==> src/rtl/cdcr_pkg.sv <==
// Constants, pointer map and carrier types of the offset, gain and
// offset-cancel register bank.
// Assumes a byte-wide pointer interface supplied by a serial engine.
package cdcr_pkg;
	// Register pointers
	localparam logic [7:0] PTR_POS_DAC = 8'h0b;
	localparam logic [7:0] PTR_NEG_DAC = 8'h0c;
	localparam logic [7:0] PTR_OFFS_HI = 8'h0d;
	localparam logic [7:0] PTR_OFFS_LO = 8'h0e;
	localparam logic [7:0] PTR_CGAIN_HI = 8'h0f;
	localparam logic [7:0] PTR_CGAIN_LO = 8'h10;
	localparam logic [7:0] PTR_VGAIN_HI = 8'h11;
	localparam logic [7:0] PTR_VGAIN_LO = 8'h12;
	// Reset values and read filler
	localparam logic [7:0] DAC_RST = 8'h00;
	localparam logic [15:0] OFFS_RST = 16'h8000;
	localparam logic [15:0] OFFS_ZERO = 16'h8000;
	localparam logic [15:0] GAIN_PRELOAD = 16'h0000;
	localparam logic [7:0] UNMAPPED_RD = 8'h00;
	// Field layout
	localparam int CONNECT_BIT = 7;
	localparam int CODE_W = 7;
	localparam int COEF_W = 16;
	localparam int RAW_W = 24;
	// Offset LSB is 32 raw LSBs, about 15.6 aF; full span about 1 pF
	localparam int OFFS_SHIFT = 5;
	// Gain is unsigned with 15 fraction bits
	localparam int GAIN_FRAC = 15;
	// Factory storage words
	localparam logic [1:0] OTP_ADDR_CAP = 2'h0;
	localparam logic [1:0] OTP_ADDR_VOLT = 2'h1;

	typedef struct packed {
		logic connect;
		logic [CODE_W-1:0] code;
	} cdcr_dac_s;

	typedef struct packed {
		logic wr;
		logic rd;
		logic [7:0] ptr;
		logic [7:0] wdata;
	} cdcr_bus_s;

	typedef struct packed {
		logic valid;
		logic is_volt;
		logic [RAW_W-1:0] data;
	} cdcr_sample_s;

	typedef struct packed {
		logic cap;
		logic volt;
		logic [COEF_W-1:0] data;
	} cdcr_load_s;
endpackage : cdcr_pkg

==> src/rtl/cdcr_otp_loader.sv <==
// Copies the two factory gain words out of one-time storage after reset.
// Assumes storage answers a held read request with a one-cycle valid.
`timescale 1ns/100ps
`default_nettype none
module cdcr_otp_loader (
	// Clock and reset
	input wire logic i_clk,
	input wire logic i_nrst,
	// Factory storage port
	output logic o_otp_rd,
	output logic [1:0] o_otp_addr,
	input wire logic i_otp_valid,
	input wire logic [cdcr_pkg::COEF_W-1:0] i_otp_data,
	// Load strobes toward the register bank
	output cdcr_pkg::cdcr_load_s o_load,
	output logic o_done
);
	typedef enum logic [1:0] {
		ST_CAP = 2'b00,
		ST_VOLT = 2'b01,
		ST_DONE = 2'b11
	} cdcr_ld_e;

	typedef struct packed {
		cdcr_ld_e st;
		cdcr_pkg::cdcr_load_s load;
	} cdcr_ld_s;

	cdcr_ld_s state_r;
	cdcr_ld_s state_nxt;

	always_comb begin
		state_nxt = state_r;
		state_nxt.load.cap = 1'b0;
		state_nxt.load.volt = 1'b0;
		unique case (state_r.st)
			ST_CAP: begin
				if (i_otp_valid) begin
					state_nxt.load.cap = 1'b1;
					state_nxt.load.data = i_otp_data;
					state_nxt.st = ST_VOLT;
				end
			end
			ST_VOLT: begin
				if (i_otp_valid) begin
					state_nxt.load.volt = 1'b1;
					state_nxt.load.data = i_otp_data;
					state_nxt.st = ST_DONE;
				end
			end
			ST_DONE: begin
				state_nxt.st = ST_DONE;
			end
			default: begin
				state_nxt.st = ST_CAP;
			end
		endcase
	end

	always_ff @(posedge i_clk or negedge i_nrst) begin
		if (!i_nrst) begin
			state_r <= '{st: ST_CAP, load: '0};
		end else begin
			state_r <= state_nxt;
		end
	end

	assign o_otp_rd = (state_r.st != ST_DONE);
	assign o_otp_addr = (state_r.st == ST_VOLT) ? cdcr_pkg::OTP_ADDR_VOLT : cdcr_pkg::OTP_ADDR_CAP;
	assign o_load = state_r.load;
	assign o_done = (state_r.st == ST_DONE);
endmodule : cdcr_otp_loader
`default_nettype wire

==> src/rtl/cdcr_corrector.sv <==
// Applies the offset and gain coefficients to raw converter samples.
// Assumes samples come from logic on the same clock.
`timescale 1ns/100ps
`default_nettype none
module cdcr_corrector (
	// Clock and reset
	input wire logic i_clk,
	input wire logic i_nrst,
	// Coefficients
	input wire logic [cdcr_pkg::COEF_W-1:0] i_offset,
	input wire logic [cdcr_pkg::COEF_W-1:0] i_cap_gain,
	input wire logic [cdcr_pkg::COEF_W-1:0] i_volt_gain,
	// Samples
	input wire cdcr_pkg::cdcr_sample_s i_raw,
	output cdcr_pkg::cdcr_sample_s o_result
);
	localparam int SUM_W = cdcr_pkg::RAW_W + 2;
	localparam int PROD_W = SUM_W + cdcr_pkg::COEF_W + 1;
	localparam logic signed [PROD_W-1:0] SAT_MAX = PROD_W'(2 ** (cdcr_pkg::RAW_W - 1) - 1);
	localparam logic signed [PROD_W-1:0] SAT_MIN = -PROD_W'(2 ** (cdcr_pkg::RAW_W - 1));

	cdcr_pkg::cdcr_sample_s state_r;
	cdcr_pkg::cdcr_sample_s state_nxt;

	function automatic logic [cdcr_pkg::RAW_W-1:0] sat_raw(input logic signed [PROD_W-1:0] v);
		if (v > SAT_MAX) begin
			sat_raw = SAT_MAX[cdcr_pkg::RAW_W-1:0];
		end else if (v < SAT_MIN) begin
			sat_raw = SAT_MIN[cdcr_pkg::RAW_W-1:0];
		end else begin
			sat_raw = v[cdcr_pkg::RAW_W-1:0];
		end
	endfunction : sat_raw

	always_comb begin
		logic signed [cdcr_pkg::COEF_W:0] delta;
		logic signed [SUM_W-1:0] corr;
		logic signed [PROD_W-1:0] prod;
		delta = '0;
		corr = '0;
		prod = '0;
		state_nxt = state_r;
		state_nxt.valid = i_raw.valid;
		if (i_raw.valid) begin
			// The offset and cap gain serve capacitive samples; voltage samples take only the volt gain
			delta = $signed({1'b0, i_offset}) - $signed({1'b0, cdcr_pkg::OFFS_ZERO});
			corr = SUM_W'($signed(i_raw.data));
			if (!i_raw.is_volt) begin
				corr = corr - (SUM_W'(delta) <<< cdcr_pkg::OFFS_SHIFT);
				prod = PROD_W'(corr) * PROD_W'($signed({1'b0, i_cap_gain}));
			end else begin
				prod = PROD_W'(corr) * PROD_W'($signed({1'b0, i_volt_gain}));
			end
			state_nxt.is_volt = i_raw.is_volt;
			state_nxt.data = sat_raw(prod >>> cdcr_pkg::GAIN_FRAC);
		end
	end

	always_ff @(posedge i_clk or negedge i_nrst) begin
		if (!i_nrst) begin
			state_r <= '0;
		end else begin
			state_r <= state_nxt;
		end
	end

	assign o_result = state_r;
endmodule : cdcr_corrector
`default_nettype wire

==> src/rtl/cdcr_regbank.sv <==
// Offset-cancel, offset and gain coefficient registers behind a byte pointer.
// Assumes a serial engine on the same clock presents one-cycle strobes.
`timescale 1ns/100ps
`default_nettype none
module cdcr_regbank (
	// Clock and reset
	input wire logic i_clk,
	input wire logic i_nrst,
	// Byte pointer access
	input wire cdcr_pkg::cdcr_bus_s i_bus,
	output logic [7:0] o_rdata,
	output logic o_rvalid,
	// Offset calibration result
	input wire logic i_offs_cal_done,
	input wire logic [cdcr_pkg::COEF_W-1:0] i_offs_cal_value,
	// Factory storage
	output logic o_otp_rd,
	output logic [1:0] o_otp_addr,
	input wire logic i_otp_valid,
	input wire logic [cdcr_pkg::COEF_W-1:0] i_otp_data,
	// Conversion data
	input wire cdcr_pkg::cdcr_sample_s i_raw,
	output cdcr_pkg::cdcr_sample_s o_result,
	// Offset-cancel capacitor control and factory load status
	output cdcr_pkg::cdcr_dac_s o_pos_dac,
	output cdcr_pkg::cdcr_dac_s o_neg_dac,
	output logic o_gain_ready
);
	typedef struct packed {
		cdcr_pkg::cdcr_dac_s pos;
		cdcr_pkg::cdcr_dac_s neg;
		logic [cdcr_pkg::COEF_W-1:0] offset;
		logic [cdcr_pkg::COEF_W-1:0] cap_gain;
		logic [cdcr_pkg::COEF_W-1:0] volt_gain;
		logic [7:0] rdata;
		logic rvalid;
	} cdcr_bank_s;

	cdcr_bank_s state_r;
	cdcr_bank_s state_nxt;
	cdcr_pkg::cdcr_load_s load;
	logic loaded;

	// Replace one byte of a coefficient, high byte at the lower pointer
	function automatic logic [15:0] put_byte(
		input logic [15:0] word,
		input logic hi,
		input logic [7:0] b
	);
		if (hi) begin
			put_byte = {b, word[7:0]};
		end else begin
			put_byte = {word[15:8], b};
		end
	endfunction : put_byte

	// Read mux over the pointer map
	function automatic logic [7:0] rd_mux(input cdcr_bank_s s, input logic [7:0] ptr);
		unique case (ptr)
			cdcr_pkg::PTR_POS_DAC: rd_mux = s.pos;
			cdcr_pkg::PTR_NEG_DAC: rd_mux = s.neg;
			cdcr_pkg::PTR_OFFS_HI: rd_mux = s.offset[15:8];
			cdcr_pkg::PTR_OFFS_LO: rd_mux = s.offset[7:0];
			cdcr_pkg::PTR_CGAIN_HI: rd_mux = s.cap_gain[15:8];
			cdcr_pkg::PTR_CGAIN_LO: rd_mux = s.cap_gain[7:0];
			cdcr_pkg::PTR_VGAIN_HI: rd_mux = s.volt_gain[15:8];
			cdcr_pkg::PTR_VGAIN_LO: rd_mux = s.volt_gain[7:0];
			default: rd_mux = cdcr_pkg::UNMAPPED_RD;
		endcase
	endfunction : rd_mux

	cdcr_otp_loader u_loader (
		.i_clk(i_clk),
		.i_nrst(i_nrst),
		.o_otp_rd(o_otp_rd),
		.o_otp_addr(o_otp_addr),
		.i_otp_valid(i_otp_valid),
		.i_otp_data(i_otp_data),
		.o_load(load),
		.o_done(loaded)
	);

	always_comb begin
		state_nxt = state_r;
		state_nxt.rvalid = i_bus.rd;
		if (i_bus.rd) begin
			state_nxt.rdata = rd_mux(state_r, i_bus.ptr);
		end
		if (i_bus.wr) begin
			unique case (i_bus.ptr)
				cdcr_pkg::PTR_POS_DAC: begin
					state_nxt.pos = i_bus.wdata;
				end
				cdcr_pkg::PTR_NEG_DAC: begin
					state_nxt.neg = i_bus.wdata;
				end
				cdcr_pkg::PTR_OFFS_HI, cdcr_pkg::PTR_OFFS_LO: begin
					state_nxt.offset = put_byte(state_r.offset,
						i_bus.ptr == cdcr_pkg::PTR_OFFS_HI, i_bus.wdata);
				end
				cdcr_pkg::PTR_CGAIN_HI, cdcr_pkg::PTR_CGAIN_LO: begin
					state_nxt.cap_gain = put_byte(state_r.cap_gain,
						i_bus.ptr == cdcr_pkg::PTR_CGAIN_HI, i_bus.wdata);
				end
				cdcr_pkg::PTR_VGAIN_HI, cdcr_pkg::PTR_VGAIN_LO: begin
					state_nxt.volt_gain = put_byte(state_r.volt_gain,
						i_bus.ptr == cdcr_pkg::PTR_VGAIN_HI, i_bus.wdata);
				end
				default: begin
					state_nxt.rdata = state_nxt.rdata;
				end
			endcase
		end
		// Calibration result beats a host write in the same cycle
		if (i_offs_cal_done) begin
			state_nxt.offset = i_offs_cal_value;
		end
		// Factory load beats a host write in the same cycle
		if (load.cap) begin
			state_nxt.cap_gain = load.data;
		end
		if (load.volt) begin
			state_nxt.volt_gain = load.data;
		end
	end

	always_ff @(posedge i_clk or negedge i_nrst) begin
		if (!i_nrst) begin
			state_r.pos <= cdcr_pkg::DAC_RST;
			state_r.neg <= cdcr_pkg::DAC_RST;
			state_r.offset <= cdcr_pkg::OFFS_RST;
			state_r.cap_gain <= cdcr_pkg::GAIN_PRELOAD;
			state_r.volt_gain <= cdcr_pkg::GAIN_PRELOAD;
			state_r.rdata <= cdcr_pkg::UNMAPPED_RD;
			state_r.rvalid <= 1'b0;
		end else begin
			state_r <= state_nxt;
		end
	end

	cdcr_corrector u_corr (
		.i_clk(i_clk),
		.i_nrst(i_nrst),
		.i_offset(state_r.offset),
		.i_cap_gain(state_r.cap_gain),
		.i_volt_gain(state_r.volt_gain),
		.i_raw(i_raw),
		.o_result(o_result)
	);

	assign o_rdata = state_r.rdata;
	assign o_rvalid = state_r.rvalid;
	assign o_pos_dac = state_r.pos;
	assign o_neg_dac = state_r.neg;
	assign o_gain_ready = loaded;
endmodule : cdcr_regbank
`default_nettype wire

==> config.mk <==
export PLATFORM = sky130hd
export DESIGN_NAME = cdcr_regbank
export DESIGN_NICKNAME = d
export VERILOG_FILES = /design/src/rtl/cdcr_pkg.sv /design/src/rtl/cdcr_otp_loader.sv /design/src/rtl/cdcr_corrector.sv /design/src/rtl/cdcr_regbank.sv
export SDC_FILE = /design/constraint.sdc
export NUM_CORES = 2
export LEC_CHECK = 0
export ABC_CLOCK_PERIOD_IN_PS = 17600
export BUFFER_PORTS_ARGS = -buffer_cell sky130_fd_sc_hd__buf_4
export CORE_ASPECT_RATIO = 1.2
export CORE_MARGIN = 10
export CORE_UTILIZATION = 50
export CTS_BUF_LIST = sky130_fd_sc_hd__clkbuf_16
export DETAILED_ROUTE_END_ITERATION = 7
export PLACE_DENSITY_LB_ADDON = 0.1
export SLEW_MARGIN = 20
export SYNTH_ARGS = -nofsm -noshare
export SYNTH_HDL_FRONTEND = slang
export SYNTH_SLANG_ARGS = --single-unit
==> constraint.sdc <==
create_clock -name i_clk -period 17.6 [get_ports i_clk]
set_input_delay 3.52 -clock i_clk [delete_from_list [all_inputs] [get_ports i_clk]]
set_output_delay 3.52 -clock i_clk [all_outputs]
set_load 0.05 [all_outputs]
# Yosys cells after proc, flatten, opt, wreduce, memory -nomap -nowiden
# Index checks and enable logic that the tools add are counted.
totals:
  register_bits: 119
  latch_bits: 0
  ram_bits: 0
  romBits: 0
  wordCells: 90
  n_memories: 0
classes:
  addsub: 2
  mul: 2
  div: 0
  magnitude_cmp: 2
  n_eq_ne: 16
  shifts: 0
  muxes: 25
  bitwise_logic: 0
  reduce_logical: 24
op_table:
  columns: ["cell", "count"]
  rows:
  - ["two-way mux 16 bit", 10]
  - ["two-way mux 43 bit", 2]
  - ["case mux 8 bit (8 select lines)", 1]
  - ["two-way mux 56 bit", 1]
  - ["two-way mux 24 bit", 2]
  - ["multiplier 25 x 17 -> 42 bit", 1]
  - ["multiplier 24 x 17 -> 41 bit", 1]
  - ["== test 8 x 4 -> 1 bit (second input constant)", 5]
  - ["case mux 16 bit (2 select lines)", 1]
  - ["greater-than comparator 28 x 24 -> 1 bit (second input constant)", 1]
  - ["< comparator 28 x 24 -> 1 bit (second input constant)", 1]
  - ["subtractor 24 x 22 -> 25 bit", 1]
  - ["== test 8 x 5 -> 1 bit (second input constant)", 3]
  - ["AND reduction 3 bit", 7]
  - ["nonzero test 2 bit", 10]
  - ["two-way mux 17 bit", 1]
  - ["subtractor 16 x 16 -> 17 bit (second input constant)", 1]
  - ["two-way mux 8 bit", 1]
  - ["!= test 2 bit (second input constant)", 4]
  - ["case mux 2 bit (3 select lines)", 1]
  - ["AND reduction 2 bit", 3]
  - ["OR reduction 2 bit", 3]
  - ["!= test 2 x 1 -> 1 bit (second input constant)", 2]
  - ["two-way mux 1 bit", 3]
  - ["other kinds (5)", 5]

# Depth between registers and ports, before layout
logic_depth:
  depth_word: 8
  depth_mapped: 41

# Cells and area by module
# From an unflattened synthesis, not the netlist that was laid out.
hier_totals:
  hier_cells: 3870
  area_unflattened_um2: 34837.2
modules_own_cells:
  columns: ["mod", "n_inst", "cells_per_inst", "area_per_inst_um2"]
  rows:
  - ["cdcr_corrector", 1, 3410, 29843.6]
  - ["cdcr_regbank", 1, 392, 4061.4]
  - ["cdcr_otp_loader", 1, 68, 932.1]

# Worst setup path before layout
# No wires, ideal clock.
synth_timing:
  path_kind: "input-to-reg"
  from: "in i_raw[5] (netlist bit)"
  to: "reg u_corr.state_r (netlist bit u_corr.o_result[10])"
  setup_time_ns: 0.146
  arrival_time_ns: 12.173
  t_required_ns: 17.454
  slack_ns: 5.281
  path_stages: 40
  path_buffers: 3
  path_cell_list: "clkbuf_1 inv_1 ha_1 inv_1 fa_1 a21o_1 a21oi_1 o21ai_0 a21oi_1 o21a_1 o211ai_1 a31oi_1 nor2_1 o21a_1 o41ai_1 xnor2_1 clkbuf_1 nand2_1 [... 4 more ...] fa_1 fa_1 inv_1 fa_1 inv_1 ha_1 and3_1 and3_1 nand2_1 o21ai_0 or3b_4 o31a_4 a31oi_4 xor2_1 o211ai_2 o31a_4 buf_12 o221ai_2"
synth_via:
  elab_chain_cells: 7
synth_rtl:
  columns: ["item", "line_no", "text"]
  rows:
  - ["start, declared", "cdcr_regbank.sv:22", "input wire cdcr_pkg::cdcr_sample_s i_raw,"]
  - ["subtractor 24 x 22 -> 25 bit", "cdcr_corrector.sv:49", "corr = corr - (SUM_W'(delta) <<< cdcr_pkg::OFFS_SHIFT);"]
  - ["multiplier 25 x 17 -> 42 bit", "cdcr_corrector.sv:50", "prod = PROD_W'(corr) * PROD_W'($signed({1'b0, i_cap_gain}));"]
  - ["two-way mux 43 bit (*)", "cdcr_corrector.sv:48", "if (!i_raw.is_volt) begin"]
  - ["two-way mux 43 bit (*)", "cdcr_corrector.sv:44", "if (i_raw.valid) begin"]
  - ["< comparator 28 x 24 -> 1 bit", "cdcr_corrector.sv:28", "end else if (v < SAT_MIN) begin"]
  - ["two-way mux 24 bit", "cdcr_corrector.sv:28", null]
  - ["two-way mux 24 bit (*)", "cdcr_corrector.sv:26", "if (v > SAT_MAX) begin"]
  - ["end signal, assigned", "cdcr_corrector.sv:63", "state_r <= state_nxt;"]
  - ["end, declared", "cdcr_corrector.sv:22", "cdcr_pkg::cdcr_sample_s state_r;"]
# Mark *: on every way between the ends. The rest lies on a longest branch, timed or not. The select of a mux whose other input is x is not followed.
# A chain may end at the register's enable or synchronous reset.

# Worst setup path in the final report
layout_timing:
  from: "in i_raw[6] (netlist bit)"
  to: "reg u_corr.state_r (netlist bit u_corr.o_result[1])"
# Same word-level chain as after synthesis.

==> out/results.txt <==
status -> finished clean
Reg2Reg Depth -> 35
Slew Limit Fails -> 0
GR Layer Usage met3 -> 2.933%
first-pass iteration count of the detailed router -> 8
proportion of layout cells with a drive suffix above 1 -> 7.674%
sequential share of the synthesized area -> 8.681%
global-route wire length before repair -> 151400 um
min-delay worst type -> flop to flop
# diodes -> 0
met1 Use GR -> 30.44%
WP data arrival -> 13.44 ns
Synth Area in Adders -> 52.36%
DRT iter0 DRCs -> 1474
area grow syn2layout -> 6.395%
Vias -> 25210
synth warn -> 0
# DRC -> 0
fmax -> 76.38 MHz
Critical Path End -> u_corr.o_result[1]
Worst path most repeated cell -> fa_1
Initial Util -> 50.33%
Clk Tree Root Cell -> clkbuf_16
commonest non-fill, non-tap cell in the layout -> inv_1
Via density -> 5.347
max_cap viols -> 0
Least-Margin Pin Slew -> 1.091 ns
FP Rows -> 105
total track usage -> 24.42%
ys async rst share -> 100.0%
GR Overflow Total -> 0
clk_lat worst skew -> 0.45 ns
WL final -> 93320 um
xor/xnor share of the synthesized area -> 2.169%
DIE HEIGHT -> 307.0 um
Final ANT Viol Nets -> 0
I/O Buffers -> 133
Critical Path RT -> 17.95 ns
largest net degree at the start of global routing -> 75
HPWL after DPL -> 73040 um
Netlist cell types -> 71
CP max FO -> 24
final RePlAce weighted congestion -> 0.8667
Worst setup EP type -> flop
multiplexer share of the synthesized area -> 1.903%
CTS sink count -> 119
worst flop-to-flop path endpoint -> u_corr.o_result[1]
PostCTS Resize Cnt -> 0
syn nets -> 4853
clock-pin slew on the worst setup and hold paths -> 0.06 ns
postcts setup bufs -> 0
Mapped Cells -> 3794
setup TNS -> 0 ns
Crit. Startpoint -> i_raw[6]
Final Skew -> 0.01066 ns
final number of setup-violating endpoints -> 0
number of enable flip-flop cells after synthesis -> 0
period utilization -> 74.39%
reg2reg start -> state_r[42]
Die ar. -> 79560 um2
Post-Syn Area -> 34320 um2
CTS buffer count -> 17
H-tree levels -> 4
CTS tree -> done
Setup CP Type -> input port to flop
# IOs -> 135
relative slew slack -> 26.72%
maximum clock path buffer count -> 2
main combinational cell family by area after synthesis -> adder cells
critical path launch point type -> input port
most frequent cells in the layout -> inv_1 (933), fa_1 (758), nand2_1 (573), and2_1 (291), ha_1 (221)
Top FF cell, synth -> dfrtp_1
Synth Area in Simple Gates -> 14.47%
antenna violations before repair -> 0
number of global-route vias before repair -> 27390
r2r setup slk -> 7.32 ns
post-DR wirelength/cell -> 19.80 um
Largest stage delay, worst path -> 0.79 ns
Top Usage Layer GRT -> met2
compound-cell area share of the yosys netlist -> 7.543%
Floorplan Core Area -> 68180 um2
DIE WIDTH -> 259.2 um
routing usage on met2 -> 43.56%
CP max-delay cell -> fa_1
Period minus WS final -> 13.09 ns
RSZ-0062 raised after global routing -> false
Yosys reg bits -> 119
hold buffer count at cts -> 0
Synth Area per Inst -> 9.045 um2
Layout Nets -> 4852
final hold vios -> 0
==> registers in the layout, indices dropped and copies added, names as in the netlist <==
signal,cells
u_loader.o_load,18
u_loader.state_r,2
state_r,48
o_neg_dac,8
o_rvalid,1
u_corr.o_result,26
o_pos_dac,8
o_rdata,8
==> stage by stage <==
| step | hold WS [ns] | std cells | cell area [um2] | util, % | worst slack (ns) |
|---|---|---|---|---|---|
| floorplan | 0.4259 | 3794 | 34320 | - | 5.281 |
| global placement | 0.4749 | 4683 | 35950 | 52.73 | 4.383 |
| detailed placement | 0.4748 | 4683 | 35950 | 52.73 | 4.168 |
| CTS | 0.4812 | 4714 | 36510 | 53.55 | 4.617 |
| global route | 0.5124 | 4714 | 36510 | 53.55 | 3.644 |
| finish | 0.4710 | 4714 | 36510 | 53.55 | 4.508 |
==> kinds of logic after synthesis <==
group | count (synthesis)
AO/OA/AOI/OAI | 363
other | 1
adder cells (fa/ha/maj) | 982
buffers and inverters | 1135
multiplexers | 61
flip-flops | 119
XOR/XNOR | 85
AND/OR/NAND/NOR | 1048
==> layer usage <==
| metal | vias up | share of wire, % |
|---|---|---|
| met5 | - | 0 |
| met4 | 0 | 3.2 |
| li1 | 11250 | - |
| met1 | 13110 | 40 |
| met3 | 158 | 4.8 |
| met2 | 693 | 52 |
==> worst min path at each step <==
| stage | endpoint | startpoint | cells past startpoint | slack (ns) |
|---|---|---|---|---|
| finish | u_loader.o_load[17] | u_loader.state_r[18] | 1 | 0.47 |
| global route | u_loader.o_load[17] | u_loader.state_r[18] | 1 | 0.51 |
| CTS | u_loader.o_load[17] | u_loader.state_r[18] | 1 | 0.48 |
| detailed placement | u_loader.o_load[17] | u_loader.state_r[18] | 1 | 0.47 |
| global placement | u_loader.o_load[17] | u_loader.state_r[18] | 1 | 0.47 |
| floorplan | u_loader.o_load[17] | u_loader.state_r[18] | 1 | 0.43 |
==> Yosys cell counts (3+ instances only) <==
| cell | count | area share, % |
|---|---|---|
| and2_1 | 291 | 5.3 |
| inv_1 | 933 | 10 |
| dfrtp_1 | 118 | 8.6 |
| o22ai_1 | 10 | 0.18 |
| o221ai_1 | 4 | 0.10 |
| o21bai_1 | 11 | 0.24 |
| a21o_1 | 34 | 0.74 |
| ha_1 | 221 | 8.1 |
| buf_4 | 26 | 0.57 |
| buf_1 | 5 | 0.055 |
| nand3_1 | 19 | 0.28 |
| a22o_1 | 7 | 0.18 |
| mux2i_1 | 27 | 0.79 |
| o211ai_1 | 3 | 0.066 |
| nor3_1 | 18 | 0.26 |
| o21ai_1 | 6 | 0.088 |
| and4_1 | 4 | 0.10 |
| o21a_1 | 11 | 0.24 |
| xor2_1 | 24 | 0.61 |
| a211oi_1 | 3 | 0.066 |
| a221oi_1 | 8 | 0.20 |
| and3_1 | 20 | 0.36 |
| nor2_1 | 60 | 0.66 |
| a22oi_1 | 26 | 0.57 |
| a21oi_1 | 92 | 1.3 |
| or2_2 | 4 | 0.073 |
| a31oi_1 | 12 | 0.22 |
| xnor2_1 | 61 | 1.6 |
| o221ai_2 | 20 | 0.88 |
| nand2_1 | 573 | 6.3 |
| o21ai_0 | 75 | 1.1 |
| nand2b_1 | 18 | 0.33 |
| maj3_1 | 3 | 0.088 |
| nor3b_1 | 9 | 0.20 |
| mux2_2 | 34 | 1.1 |
| a222oi_1 | 9 | 0.26 |
| nand4_1 | 8 | 0.15 |
| nor2b_1 | 17 | 0.31 |
| buf_6 | 3 | 0.098 |
| fa_1 | 758 | 44 |
| clkbuf_1 | 166 | 1.8 |
==> worst max-delay path, delay by kind of cell <==
family | cells | cell delay (ns)
xor+xnor | 3 | 1.05
simple gates | 3 | 0.42
fa+ha+maj | 7 | 3.45
buf+inv | 3 | 0.33
compound gates | 19 | 4.62
==> final cells by class <==
class / instances / area, um2
Tap cell: 909 / 1137
Timing Repair Buffer: 182 / 1366
Clock buffer: 17 / 425.4
Inverter: 933 / 3502
Multi-Input combinational cell: 2540 / 26970
Fill cell: 6350 / 31670
Clock inverter: 14 / 136.4
Sequential cell: 119 / 2979
Power is not shown: default switching activity piles up to over one toggle a cycle in this logic, so the estimate is an artifact.
